File: src/rtl/rwb_consts.svh
`ifndef RWB_CONSTS_SVH
`define RWB_CONSTS_SVH
// Register map
`define RWB_ADDR_PMC 4'h0
`define RWB_ADDR_STAT 4'h1
`define RWB_ADDR_CTRL 4'h2
// Power mode register fields
`define RWB_WS_LSB 0
`define RWB_WS_MSB 1
`define RWB_SD_BIT 3
`define RWB_PD_BIT 2
`define RWB_WAKE_RESET_SELECT_BIT 4
`define RWB_WAKE_OCCURRED_FLAG_BIT 5
`define RWB_WDT_BIT 6
`define RWB_RSV_BIT 7
`define RWB_PMC_RST_COLD 8'h00
`define RWB_PMC_RST_WDT 8'h40
`define RWB_PMC_RST_WAKE 8'h20
`define RWB_PMC_WMASK 8'h1F
// Wake source encodings
`define RWB_WS_NONE 2'h0
`define RWB_WS_RX 2'h1
`define RWB_WS_INT0 2'h2
`define RWB_WS_ANY 2'h3
// Timing in ns and the clock period in ns
`define RWB_CLK_NS 5
`define RWB_PIN_MIN_NS 100
`define RWB_WDT_SEQ_NS 200000
`define RWB_WAKE_EVR_NS 150000
`define RWB_COLD_EVR_NS 300000
`define RWB_PC_START 16'h0000
`endif

File: src/rtl/rwb_pkg.sv
package rwb_pkg;
	typedef enum logic [2:0] {
		RWB_ST_RESET = 3'b000,
		RWB_ST_EVR = 3'b001,
		RWB_ST_PLL = 3'b010,
		RWB_ST_FLASH = 3'b011,
		RWB_ST_RUN = 3'b100,
		RWB_ST_PDOWN = 3'b101,
		RWB_ST_IDLE = 3'b110
	} rwb_state_t;
	typedef enum logic [1:0] {
		RWB_BOOT_USER = 2'b00,
		RWB_BOOT_LOADER = 2'b01,
		RWB_BOOT_DEBUG = 2'b10,
		RWB_BOOT_JTAG = 2'b11
	} rwb_boot_t;
	typedef struct packed {
		logic osc_running;
		logic pll_locked;
		logic flash_ready;
		logic flash_protected;
	} rwb_clk_status_t;
	typedef struct packed {
		logic pll_attach;
		logic flash_enable;
		logic core_reset_n;
		logic [15:0] pc_start;
	} rwb_seq_out_t;
endpackage

File: src/rtl/rwb_reset_ctrl.sv
// The address-and-strobe port and the address map were left to the implementer.
`timescale 1ns/1ps
`include "rwb_consts.svh"
// Summary of operation
// - Pin release runs the same sequence as a power-on reset.
// - Pin reset ends idle and power-down modes.
// - PLL stays detached until regulator stable; attached only with oscillator running.
// - Once clock stable, Flash banks are made ready to read.
// - Execution starts at address zero after a completed reset.
// - Boot pin and test select decode the boot mode; the port pin is not used.
// - Debug boot is refused while Flash is protected.
// - Watchdog overflow raises NMI first, reset after a time-out.
// - Watchdog reset skips regulator and lock waits, lasting about 200 us.
// - Wake-up reset waits about 150 us for the regulator.
// - Wake source field selects none, serial, interrupt zero, or either.
// - Wake reset select chooses wake with or without reset.
// - Wake flag set by hardware only, cleared by software.
// - Watchdog flag set by hardware only, cleared by software.
// - Register reset value depends on the reset cause.
// - Bit 7 reads zero.
// - Brownout from the core detector when active, or from the power-on detector in power-down, resets the device.
// - Brownout follows the power-on sequence.
// - Boot selection is kept until next power-on, pin or brownout reset.
module rwb_reset_ctrl #(
	parameter int COLD_EVR_CYC = (`RWB_COLD_EVR_NS + `RWB_CLK_NS - 1) / `RWB_CLK_NS,
	parameter int WDT_SEQ_CYC = `RWB_WDT_SEQ_NS / `RWB_CLK_NS,
	parameter int WAKE_EVR_CYC = `RWB_WAKE_EVR_NS / `RWB_CLK_NS,
	parameter int WDT_TIMEOUT_CYC = 64
) (
	// Clock and power-on reset
	input wire logic clk,
	input wire logic resetn,
	// Board pins
	input wire logic pin_reset_n,
	input wire logic boot_config_pin,
	input wire logic test_mode_select,
	input wire logic boot_select_port_pin,
	input wire logic serial_rx,
	input wire logic external_interrupt_zero,
	// Supply, clock and watchdog status
	input wire logic brownout_active,
	input wire logic por_low_pdown,
	input wire logic watchdog_expired,
	input wire logic idle_request,
	input wire rwb_pkg::rwb_clk_status_t clk_status,
	// Register port
	input wire logic [3:0] reg_addr,
	input wire logic [7:0] reg_wdata,
	input wire logic reg_wr,
	input wire logic reg_rd,
	output logic [7:0] reg_rdata,
	// Sequencer outputs
	output rwb_pkg::rwb_seq_out_t seq_out,
	output rwb_pkg::rwb_boot_t boot_mode,
	output logic watchdog_nmi,
	output logic in_power_down,
	output logic in_idle
);
	import rwb_pkg::*;

	localparam int PIN_MIN_CYC = (`RWB_PIN_MIN_NS + `RWB_CLK_NS - 1) / `RWB_CLK_NS;
	localparam int PIN_PAST = PIN_MIN_CYC - 1;
	localparam int CW = 24;

	initial begin
		if (COLD_EVR_CYC < 1 || WDT_SEQ_CYC < 1 || WAKE_EVR_CYC < 1 || WDT_TIMEOUT_CYC < 1 ||
			COLD_EVR_CYC >= (1 << CW) || WDT_SEQ_CYC >= (1 << CW) || WAKE_EVR_CYC >= (1 << CW) ||
			WDT_TIMEOUT_CYC > 256)
			$error("rwb_reset_ctrl: timing count out of range");
	end

	////////////////////////////////////////////////////////////////////////
	// Input synchronisers
	logic [1:0] sync_pin;
	logic [1:0] sync_rx;
	logic [1:0] sync_int0;
	logic rx_prev;
	logic int0_prev;
	always_ff @(posedge clk or negedge resetn) begin
		if (!resetn) begin
			// Idle high level, so no false pin edge follows reset
			sync_pin <= 2'h3;
			sync_rx <= 2'h3;
			sync_int0 <= 2'h3;
			rx_prev <= 1'b1;
			int0_prev <= 1'b1;
		end else begin
			sync_pin <= {sync_pin[0], pin_reset_n};
			sync_rx <= {sync_rx[0], serial_rx};
			sync_int0 <= {sync_int0[0], external_interrupt_zero};
			rx_prev <= sync_rx[1];
			int0_prev <= sync_int0[1];
		end
	end

	////////////////////////////////////////////////////////////////////////
	// Pin low-time filter
	logic [7:0] pin_low_cnt;
	logic pin_seen;
	wire pin_low = !sync_pin[1];
	// pin must stay low for the minimum time before it counts
	always_ff @(posedge clk or negedge resetn) begin
		if (!resetn) begin
			pin_low_cnt <= 8'h00;
		end else if (!pin_low) begin
			pin_low_cnt <= 8'h00;
		end else if (pin_low_cnt < 8'(PIN_MIN_CYC)) begin
			pin_low_cnt <= pin_low_cnt + 8'h01;
		end
	end
	wire pin_valid = pin_low && (pin_low_cnt >= 8'(PIN_MIN_CYC - 1));

	////////////////////////////////////////////////////////////////////////
	// Register and state
	rwb_state_t state;
	logic [CW-1:0] cnt;
	logic [7:0] pmc;
	logic [7:0] wdt_cnt;
	logic wdt_pending;
	logic cold_pending;
	logic boot_sampled;

	// Wake source decode
	// Edges are taken from the second synchroniser stage only
	wire rx_fall = rx_prev && !sync_rx[1];
	wire int0_fall = int0_prev && !sync_int0[1];
	wire [1:0] ws = pmc[`RWB_WS_MSB:`RWB_WS_LSB];
	wire wake_evt = (state == RWB_ST_PDOWN) &&
		(((ws == `RWB_WS_RX) && rx_fall) || ((ws == `RWB_WS_INT0) && int0_fall) ||
		((ws == `RWB_WS_ANY) && (rx_fall || int0_fall)));
	wire wake_reset = wake_evt && pmc[`RWB_WAKE_RESET_SELECT_BIT];
	wire wake_plain = wake_evt && !pmc[`RWB_WAKE_RESET_SELECT_BIT];

	// brownout by core detector when active, power-on detector in power-down
	wire brownout = (state == RWB_ST_PDOWN) ? por_low_pdown : brownout_active;
	// pin and brownout start a cold sequence
	wire cold_start = pin_valid || brownout;
	// watchdog reset after the NMI time-out
	wire wdt_fire = wdt_pending && (wdt_cnt == 8'(WDT_TIMEOUT_CYC - 1));

	wire pmc_wr = reg_wr && (reg_addr == `RWB_ADDR_PMC);
	wire [7:0] sw_clear = pmc_wr ? ~reg_wdata : 8'hFF;
	// Writable fields of the power mode register
	wire [7:0] pmc_wval = reg_wdata & `RWB_PMC_WMASK;

	// Watchdog NMI then delay
	// The time-out counter is 8 bits wide, hence the ceiling on its parameter
	always_ff @(posedge clk or negedge resetn) begin
		if (!resetn) begin
			wdt_pending <= 1'b0;
			wdt_cnt <= 8'h00;
		end else if (cold_start || wdt_fire) begin
			wdt_pending <= 1'b0;
			wdt_cnt <= 8'h00;
		end else if (wdt_pending) begin
			wdt_cnt <= wdt_cnt + 8'h01;
		end else if (watchdog_expired && state == RWB_ST_RUN) begin
			wdt_pending <= 1'b1;
		end
	end
	assign watchdog_nmi = wdt_pending;

	// Sequencer counter load values
	wire [CW-1:0] cold_len = CW'(COLD_EVR_CYC);
	wire [CW-1:0] wake_len = CW'(WAKE_EVR_CYC);
	wire [CW-1:0] wdt_len = CW'(WDT_SEQ_CYC);
	wire cnt_done = (cnt == '0);

	// Reset sequencer
	always_ff @(posedge clk or negedge resetn) begin
		if (!resetn) begin
			state <= RWB_ST_RESET;
			cnt <= '0;
			cold_pending <= 1'b1;
		end else if (cold_start) begin
			// pin reset leaves idle and power-down
			state <= RWB_ST_RESET;
			cnt <= cold_len;
			cold_pending <= 1'b1;
		end else if (wdt_fire) begin
			// short watchdog sequence skips regulator and lock waits
			state <= RWB_ST_FLASH;
			cnt <= wdt_len;
			cold_pending <= 1'b0;
		end else if (wake_reset) begin
			// regulator settle time on wake reset
			state <= RWB_ST_EVR;
			cnt <= wake_len;
			cold_pending <= 1'b0;
		end else begin
			unique case (state)
				RWB_ST_RESET: begin
					state <= RWB_ST_EVR;
					cnt <= cold_len;
				end
				RWB_ST_EVR: begin
					if (!cnt_done)
						cnt <= cnt - CW'(1);
					else
						state <= RWB_ST_PLL;
				end
				// attach PLL only with oscillator running, wait for lock
				RWB_ST_PLL: begin
					if (clk_status.osc_running && clk_status.pll_locked)
						state <= RWB_ST_FLASH;
				end
				// Flash made ready once clock is stable
				RWB_ST_FLASH: begin
					if (!cnt_done)
						cnt <= cnt - CW'(1);
					else if (clk_status.flash_ready)
						state <= RWB_ST_RUN;
				end
				RWB_ST_RUN: begin
					if (pmc[`RWB_PD_BIT])
						state <= RWB_ST_PDOWN;
					else if (idle_request)
						state <= RWB_ST_IDLE;
				end
				RWB_ST_PDOWN: begin
					if (wake_plain)
						state <= RWB_ST_RUN;
				end
				RWB_ST_IDLE: begin
					if (!idle_request)
						state <= RWB_ST_RUN;
				end
				default: state <= RWB_ST_RESET;
			endcase
		end
	end

	////////////////////////////////////////////////////////////////////////
	// Power mode register
	// reset value follows the reset cause; set wins over clear
	always_ff @(posedge clk or negedge resetn) begin
		if (!resetn) begin
			pmc <= `RWB_PMC_RST_COLD;
		end else if (cold_start) begin
			pmc <= `RWB_PMC_RST_COLD;
		end else if (wdt_fire) begin
			pmc <= `RWB_PMC_RST_WDT;
		end else if (wake_reset) begin
			pmc <= `RWB_PMC_RST_WAKE;
		end else begin
			if (pmc_wr)
				pmc[`RWB_WAKE_RESET_SELECT_BIT:`RWB_WS_LSB] <= pmc_wval[`RWB_WAKE_RESET_SELECT_BIT:`RWB_WS_LSB];
			else if (wake_plain)
				pmc[`RWB_PD_BIT] <= 1'b0;
			pmc[`RWB_WAKE_OCCURRED_FLAG_BIT] <= (pmc[`RWB_WAKE_OCCURRED_FLAG_BIT] & sw_clear[`RWB_WAKE_OCCURRED_FLAG_BIT]) | wake_plain;
			pmc[`RWB_WDT_BIT] <= pmc[`RWB_WDT_BIT] & sw_clear[`RWB_WDT_BIT];
			pmc[`RWB_RSV_BIT] <= 1'b0;
		end
	end

	////////////////////////////////////////////////////////////////////////
	// Boot selection latch
	// decode of boot pins
	wire [1:0] boot_dec = !test_mode_select ?
		(boot_config_pin ? RWB_BOOT_USER : RWB_BOOT_LOADER) :
		(boot_config_pin ? RWB_BOOT_JTAG : RWB_BOOT_DEBUG);
	// debug boot refused while Flash protected
	wire [1:0] boot_ok = (boot_dec == RWB_BOOT_DEBUG && clk_status.flash_protected) ?
		RWB_BOOT_USER : boot_dec;
	wire boot_take = (state == RWB_ST_FLASH) && cnt_done && clk_status.flash_ready &&
		cold_pending && !boot_sampled;
	always_ff @(posedge clk or negedge resetn) begin
		if (!resetn) begin
			boot_mode <= RWB_BOOT_USER;
			boot_sampled <= 1'b0;
		end else if (cold_start) begin
			boot_sampled <= 1'b0;
		end else if (boot_take) begin
			boot_mode <= rwb_boot_t'(boot_ok);
			boot_sampled <= 1'b1;
		end
	end

	////////////////////////////////////////////////////////////////////////
	// Read port
	logic [7:0] next_rdata;
	always_comb begin
		next_rdata = 8'h00;
		if (reg_rd) begin
			unique case (reg_addr)
				`RWB_ADDR_PMC: next_rdata = {1'b0, pmc[6:0]};
				`RWB_ADDR_STAT: next_rdata = {3'h0, boot_mode, state};
				`RWB_ADDR_CTRL: next_rdata = {4'h0, clk_status};
				default: next_rdata = 8'h00;
			endcase
		end
	end
	always_ff @(posedge clk or negedge resetn) begin
		if (!resetn)
			reg_rdata <= 8'h00;
		else
			reg_rdata <= next_rdata;
	end

	////////////////////////////////////////////////////////////////////////
	// Outputs
	logic core_rst_n;
	always_ff @(posedge clk or negedge resetn) begin
		if (!resetn) begin
			core_rst_n <= 1'b0;
			in_power_down <= 1'b0;
			in_idle <= 1'b0;
		end else begin
			core_rst_n <= (state == RWB_ST_RUN || state == RWB_ST_IDLE || state == RWB_ST_PDOWN) &&
				!cold_start && !wdt_fire && !wake_reset;
			in_power_down <= (state == RWB_ST_PDOWN);
			in_idle <= (state == RWB_ST_IDLE);
		end
	end
	assign seq_out.pll_attach = (state != RWB_ST_RESET && state != RWB_ST_EVR) && clk_status.osc_running;
	// RUN term bridges the cycle before core_reset_n rises
	assign seq_out.flash_enable = (state == RWB_ST_FLASH && cnt_done) || (state == RWB_ST_RUN) || core_rst_n;
	assign seq_out.core_reset_n = core_rst_n;
	assign seq_out.pc_start = `RWB_PC_START;
endmodule
File: config.mk
export PLATFORM = sky130hd
export DESIGN_NAME = rwb_reset_ctrl
export DESIGN_NICKNAME = d
export VERILOG_FILES = /design/src/rtl/rwb_pkg.sv /design/src/rtl/rwb_reset_ctrl.sv
export VERILOG_INCLUDE_DIRS = /design/src /design/src/rtl
export SDC_FILE = /design/constraint.sdc
export NUM_CORES = 1
export LEC_CHECK = 0
export BUFFER_PORTS_ARGS = -buffer_cell sky130_fd_sc_hd__buf_4
export CAP_MARGIN = 10
export CORE_AREA = 2 2 99 101
export DETAILED_ROUTE_END_ITERATION = 6
export DIE_AREA = 0 0 101 103
export HOLD_SLACK_MARGIN = 0.08
export MAX_ROUTING_LAYER = met4
export PLACE_DENSITY_LB_ADDON = 0.08
export SLEW_MARGIN = 15
export SYNTH_ARGS = -nofsm -noshare
export SYNTH_HDL_FRONTEND = slang
export SYNTH_SLANG_ARGS = --single-unit
File: constraint.sdc
create_clock -name clk -period 2.87 [get_ports clk]
set_input_delay 0.1435 -clock clk [delete_from_list [all_inputs] [get_ports clk]]
set_output_delay 0.1435 -clock clk [all_outputs]
set_load 0.1 [all_outputs]
**Yosys cells after proc, flatten, opt, wreduce, memory -nomap -nowiden**

Cells that the tools add are included.
Widths: inputs -> output; s select.

- Bits in registers: 74
- Bits in latches: 0
- Bits in writable memories: 0
- Bits in read-only memories: 0
- Memories kept: 0

- $add $sub $neg: 3
- Multipliers: 0
- Div/mod/pow operators: 0
- $lt $le $gt $ge: 2
- Equal/unequal tests: 22
- Shift-type cells: 0
- Muxes and demuxes: 44
- Bitwise gates (word level): 5
- Reductions and logical operators: 55

Operator list:

| cell | count |
|---|---|
| $mux 24 | 4 |
| $pmux 24 s2 | 1 |
| $mux 8 | 5 |
| $ne 5x5->1 const B | 7 |
| $mux 3 | 11 |
| $mux 7 | 4 |
| $logic_not 24->1 | 1 |
| $sub 24x1->24 const B | 1 |
| $logic_and 1x1->1 | 23 |
| $pmux 3 s7 | 1 |
| $pmux 7 s3 | 1 |
| $add 8x1->8 const B | 2 |
| $mux 1 | 13 |
| $reduce_bool 5->1 | 2 |
| $eq 3x3->1 const B | 3 |
| $logic_or 1x1->1 | 9 |
| $eq 8x6->1 const B | 1 |
| $ge 8x5->1 const B | 1 |
| $logic_not 1->1 | 8 |
| $lt 8x5->1 const B | 1 |
| $mux 2 | 4 |
| $not 7->7 | 1 |
| $reduce_and 7->1 | 1 |
| $eq 2x2->1 const B | 3 |
| other kinds (17) | 23 |

**Depth between registers and ports, before layout**

- Word-level depth: 12
- Depth in mapped cells: 9
- Mapped depth without buffers: 7

**Worst setup path before layout**

OpenSTA, ideal clock, no wires.

- Kind: reg2reg
- From: register wdt_pending, in the netlist watchdog_nmi
- To: register cnt[12]
- Setup time: 0.138 ns
- Data arrival time: 2.645 ns
- Data required time: 2.732 ns
- Path slack: 0.087 ns
- Stages on the path, launching flop included: 10
- Buffers on the path: 4
- Cells stage by stage: dfrtp_1 buf_2 nand3_1 or4_1 clkbuf_1 and4_1 buf_4 buf_4 a22oi_1 o22ai_1

- Word-level cells in the longest chain between the ends: 3
- Elaborated cells between the ends (all ways): 6
- Classes of those cells: 1 x eq/ne; 2 x mux; 3 x reduce/logical

RTL lines:

| item | RTL line | RTL |
|---|---|---|
| start: declaration | rwb_reset_ctrl.sv:119 | `logic wdt_pending;` |
| start signal: assignment | rwb_reset_ctrl.sv:150 | `wdt_pending <= 1'b0;` |
| start signal: assignment | rwb_reset_ctrl.sv:153 | `wdt_pending <= 1'b0;` |
| start signal: assignment | rwb_reset_ctrl.sv:158 | `wdt_pending <= 1'b1;` |
| $logic_and 1x1->1 * | rwb_reset_ctrl.sv:139 | `wire wdt_fire = wdt_pending && (wdt_cnt == 8'(WDT_TIMEOUT_CYC - 1));` |
| $ne 5x5->1 (no source line), or another cell as far along | - |  |
| $reduce_and 2->1 (no source line) or $mux 24 (tied branches) | - |  |
| end signal: assignment | rwb_reset_ctrl.sv:178 | `cnt <= cold_len;` |
| end signal: assignment | rwb_reset_ctrl.sv:183 | `cnt <= wdt_len;` |
| end signal: assignment | rwb_reset_ctrl.sv:188 | `cnt <= wake_len;` |
| end: declaration | rwb_reset_ctrl.sv:116 | `logic [CW-1:0] cnt;` |

Mark *: on every way between the ends. The rest lies on a longest branch, timed or not.
A chain may end at the register's enable or synchronous reset.

**Final worst setup path**

- From: register cnt[11]
- To: register boot_mode[0]

- Word-level cells in the longest chain between the ends: 6

RTL lines:

| item | RTL line | RTL |
|---|---|---|
| $logic_not 24->1 | rwb_reset_ctrl.sv:167 | `wire cnt_done = (cnt == '0);` |
| $logic_and 1x1->1 (3 in a row) | rwb_reset_ctrl.sv:265 | `wire boot_take = (state == RWB_ST_FLASH) && cnt_done && clk_status.flash_ready &&` |
| $logic_and 1x1->1 | rwb_reset_ctrl.sv:266 | `cold_pending && !boot_sampled;` |
| $reduce_and 2->1 (no source line) | - |  |
| end signal: assignment | rwb_reset_ctrl.sv:274 | `boot_mode <= rwb_boot_t'(boot_ok);` |
| end: declaration | rwb_reset_ctrl.sv:54 | `output rwb_pkg::rwb_boot_t boot_mode,` |

No other way between the ends.

==> metrics.md <==
| Metric | Value |
|---|---|
| Worst-skew pair later-pin latency | `0.36 ns` |
| CP endpoint kind | `flip-flop` |
| Yosys cell types | `68` |
| TritonRoute pass-1 iters | `4` |
| Place WS | `0.319 ns` |
| R2r endpoint | `boot_mode[0]` |
| Clk Tree Root Cell | `clkbuf_8` |
| Die W | `101 µm` |
| Reg-to-reg slack, setup | `0.34 ns` |
| Cell Area, Placed | `0.00449 mm²` |
| Die Footprint | `0.0104 mm²` |
| Detailed placement HPWL | `6.95 mm` |
| Final WL | `10.1 mm` |
| Seq pwr share | `47.1%` |
| Crit path depth | `5` |
| Delay-heaviest family, CP | `simple AND/OR/NAND/NOR gates` |
| Crit. Startpoint | `cnt[11]` |
| Die Y-Extent | `103 µm` |
| Hold Path Origin | `reg_wdata[6]` |
| Max clock buf depth | `2` |
| IO Port Bufs | `42` |
| Switching Share | `31.1%` |
| Crit Path Class | `flip-flop to flip-flop` |
| Worst EP required | `3.12 ns` |
| Wire per inst | `16.7 µm` |
| Max-cap violations | `0` |
| DRC Markers | `0` |
| Final period utilization | `88.2%` |
| Run status | `finished clean` |
| Total power | `2.27 mW` |
| Reg2reg start | `cnt[11]` |
| Synth Instances | `423` |
| Clock Power Share | `38.5%` |
| Post-CTS Resized | `0` |
| FFs w/ async S/R, synth | `100%` |
| Cells along the critical path | `nor4_4 -> nand3_2 -> or4_4 -> nor4_4 -> mux2_1` |
| CTS tree | `yes` |
| Final Critical Period | `2.53 ns` |
| Most frequent cells in the layout | `dfrtp_1, buf_4, nor2_1, nand2_1, a21oi_1` |
| Power per cell area | `468 mW/mm²` |
| Final instance area | `0.00486 mm²` |
| Worst Path Buf+Inv | `0` |
| Nets | `522` |
| First-pass GRT wire length | `16.4 mm` |
| Final setup fails | `0` |
| # rows | `36` |
| Most common cell after layout, fill and taps aside | `dfrtp_1` |
| Power Internal | `1.57 mW` |
| CP arrival | `2.78 ns` |
| Clock transition at the registers of the reported paths | `0.09 ns` |
| Initial Util | `43.1%` |
| Post-synthesis sequential area ratio | `45.1%` |
| Area delta synth->final | `19.1%` |
| Pin count of the biggest net entering global routing | `74` |
| Cts hold-fix bufs | `16` |
| RSZ-0062 raised after global routing | `false` |
| Share of post-route cells with drive strength above 1 | `21.3%` |
| Worst Hold Endpoint | `pmc[6]` |
| Max H-tree Level | `3` |
| P_leak | `2.10 nW` |
| Cells after DPL | `574` |
| Syn_area_per_cell | `9.64 µm²` |
| Max VDD drop | `0.209 mV` |
| Initial DRC count | `177` |
| Final core utilization | `51.4%` |
| Final non-filler cell total | `606` |
| Post-DRT Antenna Nets | `0` |
| R2R depth | `5` |
| Vias in the first global route | `3185` |
| Synth Register Bits | `73` |
| Worst-margin pin slew | `0.929 ns` |
| Clk sinks | `73` |
| Initial antenna violation count | `0` |
| # Post-CTS Setup Buffers | `0` |
| Final Max Slew Viols | `0` |
| # diodes | `0` |
| CP max stage delay | `0.67 ns` |
| Most frequent CP cell | `nor4_4` |
| Setup TNS | `0 ns` |
| DR vias | `3416` |
| Slowest stage cell, crit path | `or4_4` |
| YS warnings | `0` |
| Combinational share of power | `14.4%` |
| Top_reg_cell synth | `dfrtp_1` |
| Core footprint | `0.00946 mm²` |
| Hold-critical path depth | `4` |
| GP Congestion | `0.924` |
| Relative slew slack | `38.1%` |
| Startpoint Class | `flip-flop` |
| Hold WS | `0.112 ns` |
| Grt ovf | `0` |
| CTS Buf Count | `9` |
| EDFF count, synth | `0` |
| # IOs | `62` |
| Hold/Removal Path Class | `primary input to flip-flop` |
| Mapped Area | `0.00408 mm²` |
| Setup Skew | `0.00829 ns` |
| Fin. Hold Viols | `0` |
| Via density per instance | `5.64` |
| GRT Overall Usage | `20.9%` |
| NetSw | `0.707 mW` |
| Fmax | `395 MHz` |
| Crit Path Max Fanout | `11` |
| Worst Setup Slack, final | `0.338 ns` |
-- cells by family (layout without fill, tap and decap cells) --
logic type,Yosys count,count (layout),share of synthesized area (%)
compound gates,95,95,16.2
xor+xnor,10,10,2.15
fa+ha+maj,5,5,1.53
buf+inv,48,101,6.84
flops,73,73,45.1
mux,16,16,3.99
other cells,1,17,0.0920
simple gates,175,175,24.1
-- cell usage after synthesis, types with 6 or more instances --
master     n  area [µm²]
a22oi_1    6        45.0
buf_4     21         158
nor3_1     9        45.0
dfrtp_1   64        1600
a31oi_1    7        43.8
mux2i_1   14         140
nor4_1     6        37.5
o21ai_0   14        70.1
nor2_1    40         150
nand2_1   32         120
inv_1      8        30.0
or3_1      6        37.5
nand3b_1  11        82.6
nand4_1    9        56.3
nand3_1   24         120
nor2b_1    6        37.5
xor2_1     6        52.6
a21oi_1   25         125
clkbuf_1  13        48.8
dfstp_2    9         236
-- power groups by stage --
stage	clock [mW]	combinational, mW	sequential (mW)
3_3_place_gp	0	0.307	1.09
5_1_grt	0.945	0.350	1.07
4_1_cts	0.896	0.327	1.07
3_5_place_dp	0	0.309	1.09
2_1_floorplan	0	0.229	1.09
6_report	0.877	0.327	1.07
-- worst min-delay path: stages --
cell and delay (ns):
buf_4 0.08, a21oi_1 0.05, a21oi_1 0.13, nor2_1 0.04
-- area by class of cell --
cell class                      count  area [µm²]
Multi-Input combinational cell    318        2020
Fill cell                         894        4600
Sequential cell                    73        1840
Clock buffer                        9         124
Tap cell                          114         143
Clock inverter                      7        85.1
Timing Repair Buffer               77         618
Inverter                            8        30.0
-- worst max path at each step --
| stage | end | slack [ns] |
|---|---|---|
| 2_1_floorplan | cnt[12] | 0.09 |
| 6_report | boot_mode[0] | 0.34 |
| 3_3_place_gp | boot_mode[1] | 0.36 |
| 5_1_grt | boot_mode[0] | 0.21 |
| 3_5_place_dp | boot_mode[0] | 0.32 |
| 4_1_cts | boot_mode[0] | 0.31 |
-- sequential cells by signal (all words and copies together) (netlist names), 2 cells and up --
name,cells
cnt,24
pin_low_cnt,8
wdt_cnt,8
pmc,7
reg_rdata,7
state,3
boot_mode,2
sync_int0,2
sync_pin,2
sync_rx,2
-- per-layer routing --
layer  up-vias  part of all wire, %  track usage, %
li1       1652                    -               -
met1      1641                   48            28.3
met2       109                   45            32.1
met3        14                  4.9            3.25
met4         0                  1.4            6.96
met5         -                    0               -
Power figures use the tool's default switching activity.
